File: src/core/lmc_defines.svh
/*
 * constants for the lcd mode and clock control block: command codes,
 * field positions, reset values and clock rate figures.
 * assumes the 50 MHz sys_clk of the block file.
 */
`ifndef LMC_DEFINES_SVH
`define LMC_DEFINES_SVH

// clock-setup command: upper five bits fixed
`define LMC_CLK_CMD_CODE 5'h03
// mode-settings command: upper four bits fixed
`define LMC_MODE_CMD_CODE 4'h5
`define LMC_BIT_RATE 2
`define LMC_BIT_COE 1
`define LMC_BIT_SRC 0
`define LMC_BIT_INV 2
`define LMC_BIT_PD 1
`define LMC_BIT_DISP 0

// defaults: line inversion, power-up, display off, internal osc, pin off
`define LMC_RST_INV 1'b0
`define LMC_RST_PD 1'b0
`define LMC_RST_DISP 1'b0
`define LMC_RST_RATE 1'b0
`define LMC_RST_COE 1'b0
`define LMC_RST_SRC 1'b0

// internal oscillator modelled as an enable from sys_clk
`define LMC_SYS_HZ 50000000
`define LMC_OSC_HZ 230000
`define LMC_OSC_DIV ((`LMC_SYS_HZ + `LMC_OSC_HZ - 1) / `LMC_OSC_HZ)
`define LMC_OSC_W 8
// intermediate clock: osc / q, q from the frame prescaler input
`define LMC_Q_W 7
// frame = 48 intermediate ticks; one line slot per tick group
`define LMC_FRAME_TICKS 6'h2f
`define LMC_FRAME_W 6
`define LMC_ONE_OSC 8'h01
`define LMC_ONE_Q 7'h01
`define LMC_ZERO_FR 6'h00

`endif

File: src/core/lmc_pkg.sv
/*
 * types for the lcd mode and clock control block.
 * assumes lmc_defines.svh is compiled alongside.
 */
package lmc_pkg;

	typedef struct packed {
		logic inversion_select;
		logic power_down_bit;
		logic display_on;
	} lmc_mode_t;

	typedef struct packed {
		logic ext_rate_select;
		logic clock_out_drive;
		logic ext_source;
	} lmc_clk_t;

	typedef enum logic [1:0] {
		LMC_DRV_GROUND,
		LMC_DRV_LINE_INV,
		LMC_DRV_FRAME_INV
	} lmc_drive_t;

endpackage : lmc_pkg

File: src/core/lmc_ctrl.sv
/*
 * lcd mode and clock control: decodes mode-settings and clock-setup command
 * bytes, runs the internal oscillator enable, picks the timing source,
 * drives the clock pin and gives the waveform logic its drive mode.
 * assumes command bytes arrive already framed by the serial interface,
 * one-cycle cmd_valid, and the clock pin is an unsynchronised raw level.
 */
`timescale 1ns/1ns
`include "lmc_defines.svh"

module lmc_ctrl (
	// clock and reset
	input wire logic sys_clk,
	input wire logic arst_n,
	// command bytes from the serial interface
	input wire logic [7:0] cmd_byte,
	input wire logic cmd_valid,
	// frame prescaler divide factor q from the frame-frequency setting
	input wire logic [6:0] divide_q,
	// clock pin, three signals; oe low drives
	input wire logic clock_pin_in,
	output logic clock_pin_out,
	output logic clock_pin_oe_n,
	// towards waveform generation
	output logic timing_tick,
	output logic frame_phase,
	output logic outputs_grounded,
	output lmc_pkg::lmc_drive_t drive_mode,
	output logic osc_running,
	// settings readback
	output lmc_pkg::lmc_mode_t mode_state,
	output lmc_pkg::lmc_clk_t clk_state
);

	lmc_pkg::lmc_mode_t mode_r, mode_nxt;
	lmc_pkg::lmc_clk_t clk_r, clk_nxt;
	logic [`LMC_OSC_W-1:0] osc_cnt_r, osc_cnt_nxt;
	logic [`LMC_Q_W-1:0] q_cnt_r, q_cnt_nxt;
	logic [`LMC_FRAME_W-1:0] fr_cnt_r, fr_cnt_nxt;
	logic frame_phase_r, frame_phase_nxt;
	logic pin_meta_r, pin_sync_r, pin_prev_r;
	logic clk_out_r, clk_out_nxt;
	logic osc_tick, int_tick, ext_tick, sel_tick;
	logic is_clk_cmd, is_mode_cmd;

	function automatic logic [6:0] half_q(input logic [6:0] q);
		half_q = {1'b0, q[6:1]};
	endfunction : half_q

	assign is_clk_cmd = cmd_valid && (cmd_byte[7:3] == `LMC_CLK_CMD_CODE);
	assign is_mode_cmd = cmd_valid && (cmd_byte[7:4] == `LMC_MODE_CMD_CODE);

	// settings
	always_comb begin
		mode_nxt = mode_r;
		clk_nxt = clk_r;
		if (is_mode_cmd) begin
			mode_nxt.inversion_select = cmd_byte[`LMC_BIT_INV];
			mode_nxt.power_down_bit = cmd_byte[`LMC_BIT_PD];
			mode_nxt.display_on = cmd_byte[`LMC_BIT_DISP];
		end
		if (is_clk_cmd) begin
			// all three fields land in one cycle
			clk_nxt.ext_rate_select = cmd_byte[`LMC_BIT_RATE];
			clk_nxt.clock_out_drive = cmd_byte[`LMC_BIT_COE];
			clk_nxt.ext_source = cmd_byte[`LMC_BIT_SRC];
		end
	end

	always_ff @(posedge sys_clk or negedge arst_n) begin
		if (!arst_n) begin
			mode_r <= '{`LMC_RST_INV, `LMC_RST_PD, `LMC_RST_DISP};
			clk_r <= '{`LMC_RST_RATE, `LMC_RST_COE, `LMC_RST_SRC};
		end else begin
			mode_r <= mode_nxt;
			clk_r <= clk_nxt;
		end
	end

	// clock pin synchroniser and edge detect
	always_ff @(posedge sys_clk or negedge arst_n) begin
		if (!arst_n) begin
			pin_meta_r <= 1'b0;
			pin_sync_r <= 1'b0;
			pin_prev_r <= 1'b0;
		end else begin
			pin_meta_r <= clock_pin_in;
			pin_sync_r <= pin_meta_r;
			pin_prev_r <= pin_sync_r;
		end
	end

	assign osc_running = !clk_r.ext_source && !mode_r.power_down_bit;
	assign osc_tick = osc_running && (osc_cnt_r == `LMC_ONE_OSC);
	assign ext_tick = clk_r.ext_source && pin_sync_r && !pin_prev_r;
	// rate select only matters for the external source; at 9.6k the pin is
	// already the intermediate rate, at 230k it goes through the q prescaler
	assign int_tick = (clk_r.ext_source && !clk_r.ext_rate_select) ? ext_tick
		: ((clk_r.ext_source ? ext_tick : osc_tick) && q_cnt_r == `LMC_ONE_Q);
	// with the external source, no pin edges means no ticks; settings stay untouched
	assign sel_tick = int_tick;

	// oscillator, prescaler and frame timing
	always_comb begin
		osc_cnt_nxt = osc_cnt_r;
		q_cnt_nxt = q_cnt_r;
		fr_cnt_nxt = fr_cnt_r;
		frame_phase_nxt = frame_phase_r;
		clk_out_nxt = clk_out_r;
		if (!osc_running) begin
			osc_cnt_nxt = `LMC_OSC_W'(`LMC_OSC_DIV);
		end else if (osc_tick) begin
			osc_cnt_nxt = `LMC_OSC_W'(`LMC_OSC_DIV);
		end else begin
			osc_cnt_nxt = osc_cnt_r - `LMC_ONE_OSC;
		end
		if ((clk_r.ext_source ? ext_tick : osc_tick)) begin
			if (q_cnt_r <= `LMC_ONE_Q) begin
				q_cnt_nxt = divide_q;
			end else begin
				q_cnt_nxt = q_cnt_r - `LMC_ONE_Q;
			end
			// high for the lower half of q: duty tracks the ratio
			clk_out_nxt = (q_cnt_nxt <= half_q(divide_q));
		end
		if (sel_tick) begin
			if (fr_cnt_r == `LMC_FRAME_TICKS) begin
				fr_cnt_nxt = `LMC_ZERO_FR;
				frame_phase_nxt = !frame_phase_r;
			end else begin
				fr_cnt_nxt = fr_cnt_r + `LMC_FRAME_W'(1);
			end
		end
	end

	always_ff @(posedge sys_clk or negedge arst_n) begin
		if (!arst_n) begin
			osc_cnt_r <= `LMC_ONE_OSC;
			q_cnt_r <= `LMC_ONE_Q;
			fr_cnt_r <= `LMC_ZERO_FR;
			frame_phase_r <= 1'b0;
			clk_out_r <= 1'b0;
		end else begin
			osc_cnt_r <= osc_cnt_nxt;
			q_cnt_r <= q_cnt_nxt;
			fr_cnt_r <= fr_cnt_nxt;
			frame_phase_r <= frame_phase_nxt;
			clk_out_r <= clk_out_nxt;
		end
	end

	// pin drive: in power-down with output enabled and the internal source the pin sits high
	always_comb begin
		clock_pin_oe_n = 1'b1;
		clock_pin_out = 1'b0;
		if (!clk_r.ext_source && clk_r.clock_out_drive) begin
			clock_pin_oe_n = 1'b0;
			clock_pin_out = mode_r.power_down_bit ? 1'b1 : clk_out_r;
		end
	end

	// power-down wins over display on; display change acts at once
	assign outputs_grounded = mode_r.power_down_bit || !mode_r.display_on;
	always_comb begin
		if (outputs_grounded) begin
			drive_mode = lmc_pkg::LMC_DRV_GROUND;
		end else if (mode_r.inversion_select) begin
			drive_mode = lmc_pkg::LMC_DRV_FRAME_INV;
		end else begin
			drive_mode = lmc_pkg::LMC_DRV_LINE_INV;
		end
	end

	assign timing_tick = sel_tick && !mode_r.power_down_bit;
	assign frame_phase = frame_phase_r;
	assign mode_state = mode_r;
	assign clk_state = clk_r;

	// checks
	a_ground_out: assert property (@(posedge sys_clk) disable iff (!arst_n)
		(mode_r.power_down_bit || !mode_r.display_on) |-> drive_mode == lmc_pkg::LMC_DRV_GROUND)
		else $error("lcd outputs not grounded");

	a_disp_ground: assert property (@(posedge sys_clk) disable iff (!arst_n)
		!mode_r.display_on |-> outputs_grounded)
		else $error("display off but outputs live");

	a_tick_gate: assert property (@(posedge sys_clk) disable iff (!arst_n)
		mode_r.power_down_bit |-> !timing_tick)
		else $error("timing tick in power-down");

	a_disp_now: assert property (@(posedge sys_clk) disable iff (!arst_n)
		(is_mode_cmd && !cmd_byte[`LMC_BIT_DISP]) |=> outputs_grounded)
		else $error("display off not immediate");

	a_disp_on: assert property (@(posedge sys_clk) disable iff (!arst_n)
		(is_mode_cmd && cmd_byte[`LMC_BIT_DISP] && !cmd_byte[`LMC_BIT_PD]) |=> !outputs_grounded)
		else $error("display on not immediate");

	a_mode_load: assert property (@(posedge sys_clk) disable iff (!arst_n)
		is_mode_cmd |=> (mode_r == $past(cmd_byte[2:0])))
		else $error("mode settings not loaded");

	a_clk_cmd_upd: assert property (@(posedge sys_clk) disable iff (!arst_n)
		is_clk_cmd |=> (clk_r == $past(cmd_byte[2:0])))
		else $error("clock setup not loaded");

	a_cmd_refused: assert property (@(posedge sys_clk) disable iff (!arst_n)
		(cmd_valid && !is_mode_cmd && !is_clk_cmd) |=> ($stable(mode_r) && $stable(clk_r)))
		else $error("unknown byte changed settings");

	a_settings_hold: assert property (@(posedge sys_clk) disable iff (!arst_n)
		!cmd_valid |=> ($stable(mode_r) && $stable(clk_r)))
		else $error("settings changed without command");

	a_pin_tristate: assert property (@(posedge sys_clk) disable iff (!arst_n)
		(!clk_r.clock_out_drive || clk_r.ext_source) |-> clock_pin_oe_n)
		else $error("clock pin driven while disabled");

	a_pin_pd_high: assert property (@(posedge sys_clk) disable iff (!arst_n)
		(!clk_r.ext_source && clk_r.clock_out_drive && mode_r.power_down_bit)
			|-> (!clock_pin_oe_n && clock_pin_out))
		else $error("clock pin not high in power-down");

	a_pin_follow: assert property (@(posedge sys_clk) disable iff (!arst_n)
		(!clk_r.ext_source && clk_r.clock_out_drive && !mode_r.power_down_bit)
			|-> (!clock_pin_oe_n && clock_pin_out == clk_out_r))
		else $error("clock pin not showing prescaled clock");

	a_duty_ratio: assert property (@(posedge sys_clk) disable iff (!arst_n)
		osc_tick |=> (clk_out_r == (q_cnt_r <= half_q(divide_q))))
		else $error("clock out level off the divide ratio");

	a_osc_stop: assert property (@(posedge sys_clk) disable iff (!arst_n)
		mode_r.power_down_bit |=> (!osc_tick && osc_cnt_r == `LMC_OSC_W'(`LMC_OSC_DIV)))
		else $error("oscillator ticking in power-down");

	a_osc_period: assert property (@(posedge sys_clk) disable iff (!arst_n)
		osc_tick |=> (osc_cnt_r == `LMC_OSC_W'(`LMC_OSC_DIV)))
		else $error("oscillator period not reloaded");

	a_ext_src: assert property (@(posedge sys_clk) disable iff (!arst_n)
		clk_r.ext_source |-> !osc_running)
		else $error("osc runs with external source");

	a_rate_ignore: assert property (@(posedge sys_clk) disable iff (!arst_n)
		!clk_r.ext_source |-> (sel_tick == (osc_tick && q_cnt_r == `LMC_ONE_Q)))
		else $error("rate select used with internal osc");

	a_ext_direct: assert property (@(posedge sys_clk) disable iff (!arst_n)
		(clk_r.ext_source && !clk_r.ext_rate_select) |-> (sel_tick == ext_tick))
		else $error("slow external clock not used directly");

	a_ext_prescale: assert property (@(posedge sys_clk) disable iff (!arst_n)
		(clk_r.ext_source && clk_r.ext_rate_select)
			|-> (sel_tick == (ext_tick && q_cnt_r == `LMC_ONE_Q)))
		else $error("fast external clock not prescaled");

	a_ext_stall: assert property (@(posedge sys_clk) disable iff (!arst_n)
		(clk_r.ext_source && !ext_tick) |-> !sel_tick)
		else $error("timing moved without pin edge");

	a_frame_hold: assert property (@(posedge sys_clk) disable iff (!arst_n)
		!sel_tick |=> ($stable(fr_cnt_r) && $stable(frame_phase_r)))
		else $error("frame timing moved without a tick");

	a_inv_mode: assert property (@(posedge sys_clk) disable iff (!arst_n)
		(!outputs_grounded && mode_r.inversion_select) |-> drive_mode == lmc_pkg::LMC_DRV_FRAME_INV)
		else $error("frame inversion not selected");

	a_line_inv: assert property (@(posedge sys_clk) disable iff (!arst_n)
		(!outputs_grounded && !mode_r.inversion_select) |-> drive_mode == lmc_pkg::LMC_DRV_LINE_INV)
		else $error("line inversion not selected");

	a_frame_flip: assert property (@(posedge sys_clk) disable iff (!arst_n)
		(sel_tick && fr_cnt_r == `LMC_FRAME_TICKS) |=> frame_phase_r != $past(frame_phase_r))
		else $error("frame phase did not alternate");

	c_pd_entry: cover property (@(posedge sys_clk) disable iff (!arst_n)
		!mode_r.display_on ##1 mode_r.power_down_bit);
	c_clk_out: cover property (@(posedge sys_clk) disable iff (!arst_n)
		!clock_pin_oe_n && clock_pin_out);
	c_ext_tick: cover property (@(posedge sys_clk) disable iff (!arst_n)
		clk_r.ext_source && sel_tick);
	c_frame_wrap: cover property (@(posedge sys_clk) disable iff (!arst_n)
		sel_tick && fr_cnt_r == `LMC_FRAME_TICKS);
	c_line_mode: cover property (@(posedge sys_clk) disable iff (!arst_n)
		drive_mode == lmc_pkg::LMC_DRV_LINE_INV);

endmodule : lmc_ctrl

File: config.mk
export PLATFORM = sky130hd
export DESIGN_NAME = lmc_ctrl
export DESIGN_NICKNAME = d
export VERILOG_FILES = /design/src/core/lmc_pkg.sv /design/src/core/lmc_ctrl.sv
export VERILOG_INCLUDE_DIRS = /design/src /design/src/core
export SDC_FILE = /design/constraint.sdc
export NUM_CORES = 1
export LEC_CHECK = 0
export ABC_AREA = 1
export CORE_UTILIZATION = 30
export DETAILED_ROUTE_END_ITERATION = 6
export DONT_BUFFER_PORTS = 1
export PLACE_DENSITY = 0.52
export RECOVER_POWER = 50
export SYNTH_ARGS = -nofsm -noshare
export SYNTH_HDL_FRONTEND = slang
export SYNTH_SLANG_ARGS = --single-unit
File: constraint.sdc
create_clock -name sys_clk -period 2.9 [get_ports sys_clk]
set_input_delay 0.145 -clock sys_clk [delete_from_list [all_inputs] [get_ports sys_clk]]
set_output_delay 0.145 -clock sys_clk [all_outputs]
set_load 0.01 [all_outputs]
==> impl_metrics.csv <==
group,metric,value,unit
setup_path,worstRegToRegCells,14,
run,maxCapViolCount,1,
grt,grt_use_met1,17.6,%
grt,grt_usage,13.5,%
final_layout,diodes,0,
synth,netlist_area,1920,sq um
final_layout,layout_common_cells,"66 x nand2_1, 37 x inv_1, 30 x dfrtp_1",
grt,busiest_layer,"met2",
final_layout,drive_above_1_share,9.92,%
routing,vias,1536,
final_layout,fin_nets,291,
power,finalPower,1840,uW
routing,wl_per_cell,11.8,um
routing,dr.first_iter.drc_count,51,
power,ir_drop,0.000307,V
synth,synthTopCellsByArea,"dfrtp_1 39%, nand2_1 13%, inv_1 7.2%",
sta,fin_setup_tns,0,ns
power,p_per_area,851,nW/um^2
sta,max-slew-margin-rel,-16.3,%
clocking,post_cts_buffers,0,
routing,drc,0,
setup_path,cp.required,3.08,ns
clocking,cts_resized,0,
placed_design,port_buffers,0,
sta,tightest_slew,1.74,ns
synth,yosysTopAreaCellShare,39.1,%
min_path,hp-start,"divide_q[2]",
sta,fmax,0.431,GHz
floorplan,pin_count,33,
setup_path,critPathCaptureType,"flop",
clocking,clock_path_buffers,2,
grt,grt_antenna_before_repair,0,
floorplan,fp.dieW,82.0,um
min_path,holdPathEnd,"q_cnt_r[2]",
synth,synthesis.nets,280,
clocking,hold_buffers,6,
routing,ant_nets,0,
routing,drt_wl_total,3.99,mm
floorplan,core_area,6060,sq um
sta,worst_slack,0.581,ns
clocking,clk-insertion-delay-late,0.28,ns
routing,vias_per_cell,4.56,
min_path,hp-class,"primary input to flop",
clocking,cts.clk_slew.worst_paths,0.07,ns
sta,final_hold_viol_count,0,
grt,grt_max_degree,33,
final_layout,instances_no_fill,337,
status,status,"finished, violations left",
setup_path,worstSetupStartpointType,"flop",
placed_design,gp_congestion,0.815,
sta,setup_viol,0,
synth,avgSynthCellArea,7.69,sq um
sta,slew_viol_final,33,
grt,grt_pass1_wl,6.79,mm
setup_path,crit_arrival,2.50,ns
synth,ys_types,28,
clocking,cts_buffers,5,
grt,grt_pass1_vias,1523,
grt,grt_use_met3,3.78,%
min_path,holdPathStages,2,
clocking,cts_tree,"done",
synth,ys_ff_latch,32,
sta,period_share,80.0,%
setup_path,critical_path.max_fanout,11,
routing,firstDrtPassIters,4,
floorplan,rows,28,
floorplan,initial_utilization,31.7,%
clocking,htreeDepth,2,
power,leakage,0.00112,uW
setup_path,slowest_stage,"dfstp_2",
grt,grt-ovfl-total,0,
synth,yosysSeqAreaShare,41.8,%
setup_path,crit_type,"flop to flop",
floorplan,die_area,6730,sq um
synth,synthCells,250,
final_layout,fill_cells,666,
synth,yosysWarnings,0,
status,violations,"max-capacitance violations, max-slew violations",
setup_path,rrSetupSlack,0.58,ns
setup_path,path_common_cell,"nand2_1",
final_layout,final_common_cell,"nand2_1",
grt,met2_usage,21.2,%
floorplan,die_y,82.0,um
synth,synth_area_leader_cell,"dfrtp_1",
setup_path,reg2reg_from,"q_cnt_r[0]",
placed_design,place_ws,0.599,ns
final_layout,syn_to_final_growth,12.7,%
sta,min_period,2.32,ns
placed_design,place_inst,323,
clocking,clock-root-buffer,"clkbuf_8",
sta,fin_skew,0.00764,ns
placed_design,post-dp-hpwl,2.93,mm
setup_path,critical_path.cell_chain,"ha_1, nand3_1, nor2_1, nor2_1, buf_4, o21ai_0, inv_1, ha_1, and3_1, nand2_1, nand3b_1, nand2_1, nand3_1, nand2_1",
sta,rsz0062_at_grt,"false",
clocking,cts_sinks,32,
setup_path,r2r_end,"clk_out_r",
setup_path,cp_slowest_stage_delay,0.56,ns
-- metal layers --
metal  up-vias  part of all wire [%]
li1        810                     -
met3         5                   4.2
met1       697                    49
met2        24                    46
met4         0                  0.95
met5         -                     0
-- registers in the layout, summed over array words and instances, names as in the netlist --
signal       count
osc_cnt_r        8
frame_phase      1
pin_meta_r       1
mode_state       3
fr_cnt_r         6
pin_sync_r       1
clk_state        3
q_cnt_r          7
clk_out_r        1
pin_prev_r       1
-- cell usage after synthesis, drive strengths merged --
cell    instances
mux2            2
dfstp           2
clkbuf          1
o21ai          18
xor2            6
inv            38
ha             11
buf             2
or2             3
nand3          22
dfrtp          30
nor2           30
nand4           1
xnor2           2
nand3b          2
nor3            3
and3            2
nand2          68
o21bai          1
o211ai          1
a21oi           5
-- metrics by stage --
stage,instance area (sq um),hold WS (ns),util (%)
global route,2170,0.0402,35.7
detailed placement,2000,-0.149,33.0
CTS,2180,0.0418,36.0
finish,2170,0.0611,35.7
floorplan,1920,-0.151,-
global placement,2000,-0.150,33.0
-- layout make-up --
type,instances,area (sq um),area share [%]
clock buffer,5,68.8,3.18
clock inverter,3,42.5,1.96
inverter,38,143,6.59
multi-input combinational,177,953,44.0
sequential,32,803,37.1
tap,75,93.8,4.33
timing repair buffer,7,61.3,2.83
-- critical path, delay by kind of cell, from the launching register on --
| family | cells | cell delay, ns |
|---|---|---|
| adder cells (fa/ha/maj) | 2 | 0.45 |
| flip-flops | 1 | 0.56 |
| AO/OA/AOI/OAI | 1 | 0.26 |
| buffers and inverters | 2 | 0.24 |
| AND/OR/NAND/NOR | 9 | 0.70 |
-- how the worst max path moves through the flow --
| stage | to | cells past startpoint | slack (ns) | start |
|---|---|---|---|---|
| 2_1_floorplan | clk_out_r | 14 | 0.74 | q_cnt_r[0] |
| 3_3_place_gp | clk_out_r | 16 | 0.64 | q_cnt_r[0] |
| 3_5_place_dp | clk_out_r | 14 | 0.60 | q_cnt_r[0] |
| 4_1_cts | clk_out_r | 14 | 0.57 | q_cnt_r[0] |
| 5_1_grt | clk_out_r | 15 | 0.31 | q_cnt_r[0] |
| 6_report | clk_out_r | 14 | 0.58 | q_cnt_r[0] |
-- power by group --
part	internal [uW]	total, uW	switching, uW
clock network	254	429	175
registers	561	676	114
logic	283	739	456
-- cells by family after synthesis --
| kind of cell | synth area share (%) |
|---|---|
| flip-flops | 41.8 |
| multiplexers | 1.17 |
| buffers and inverters | 8.59 |
| adder cells (fa/ha/maj) | 7.16 |
| XOR/XNOR | 3.65 |
| AND/OR/NAND/NOR | 29.7 |
| AO/OA/AOI/OAI | 7.94 |
(Power assumes the default switching activity.)
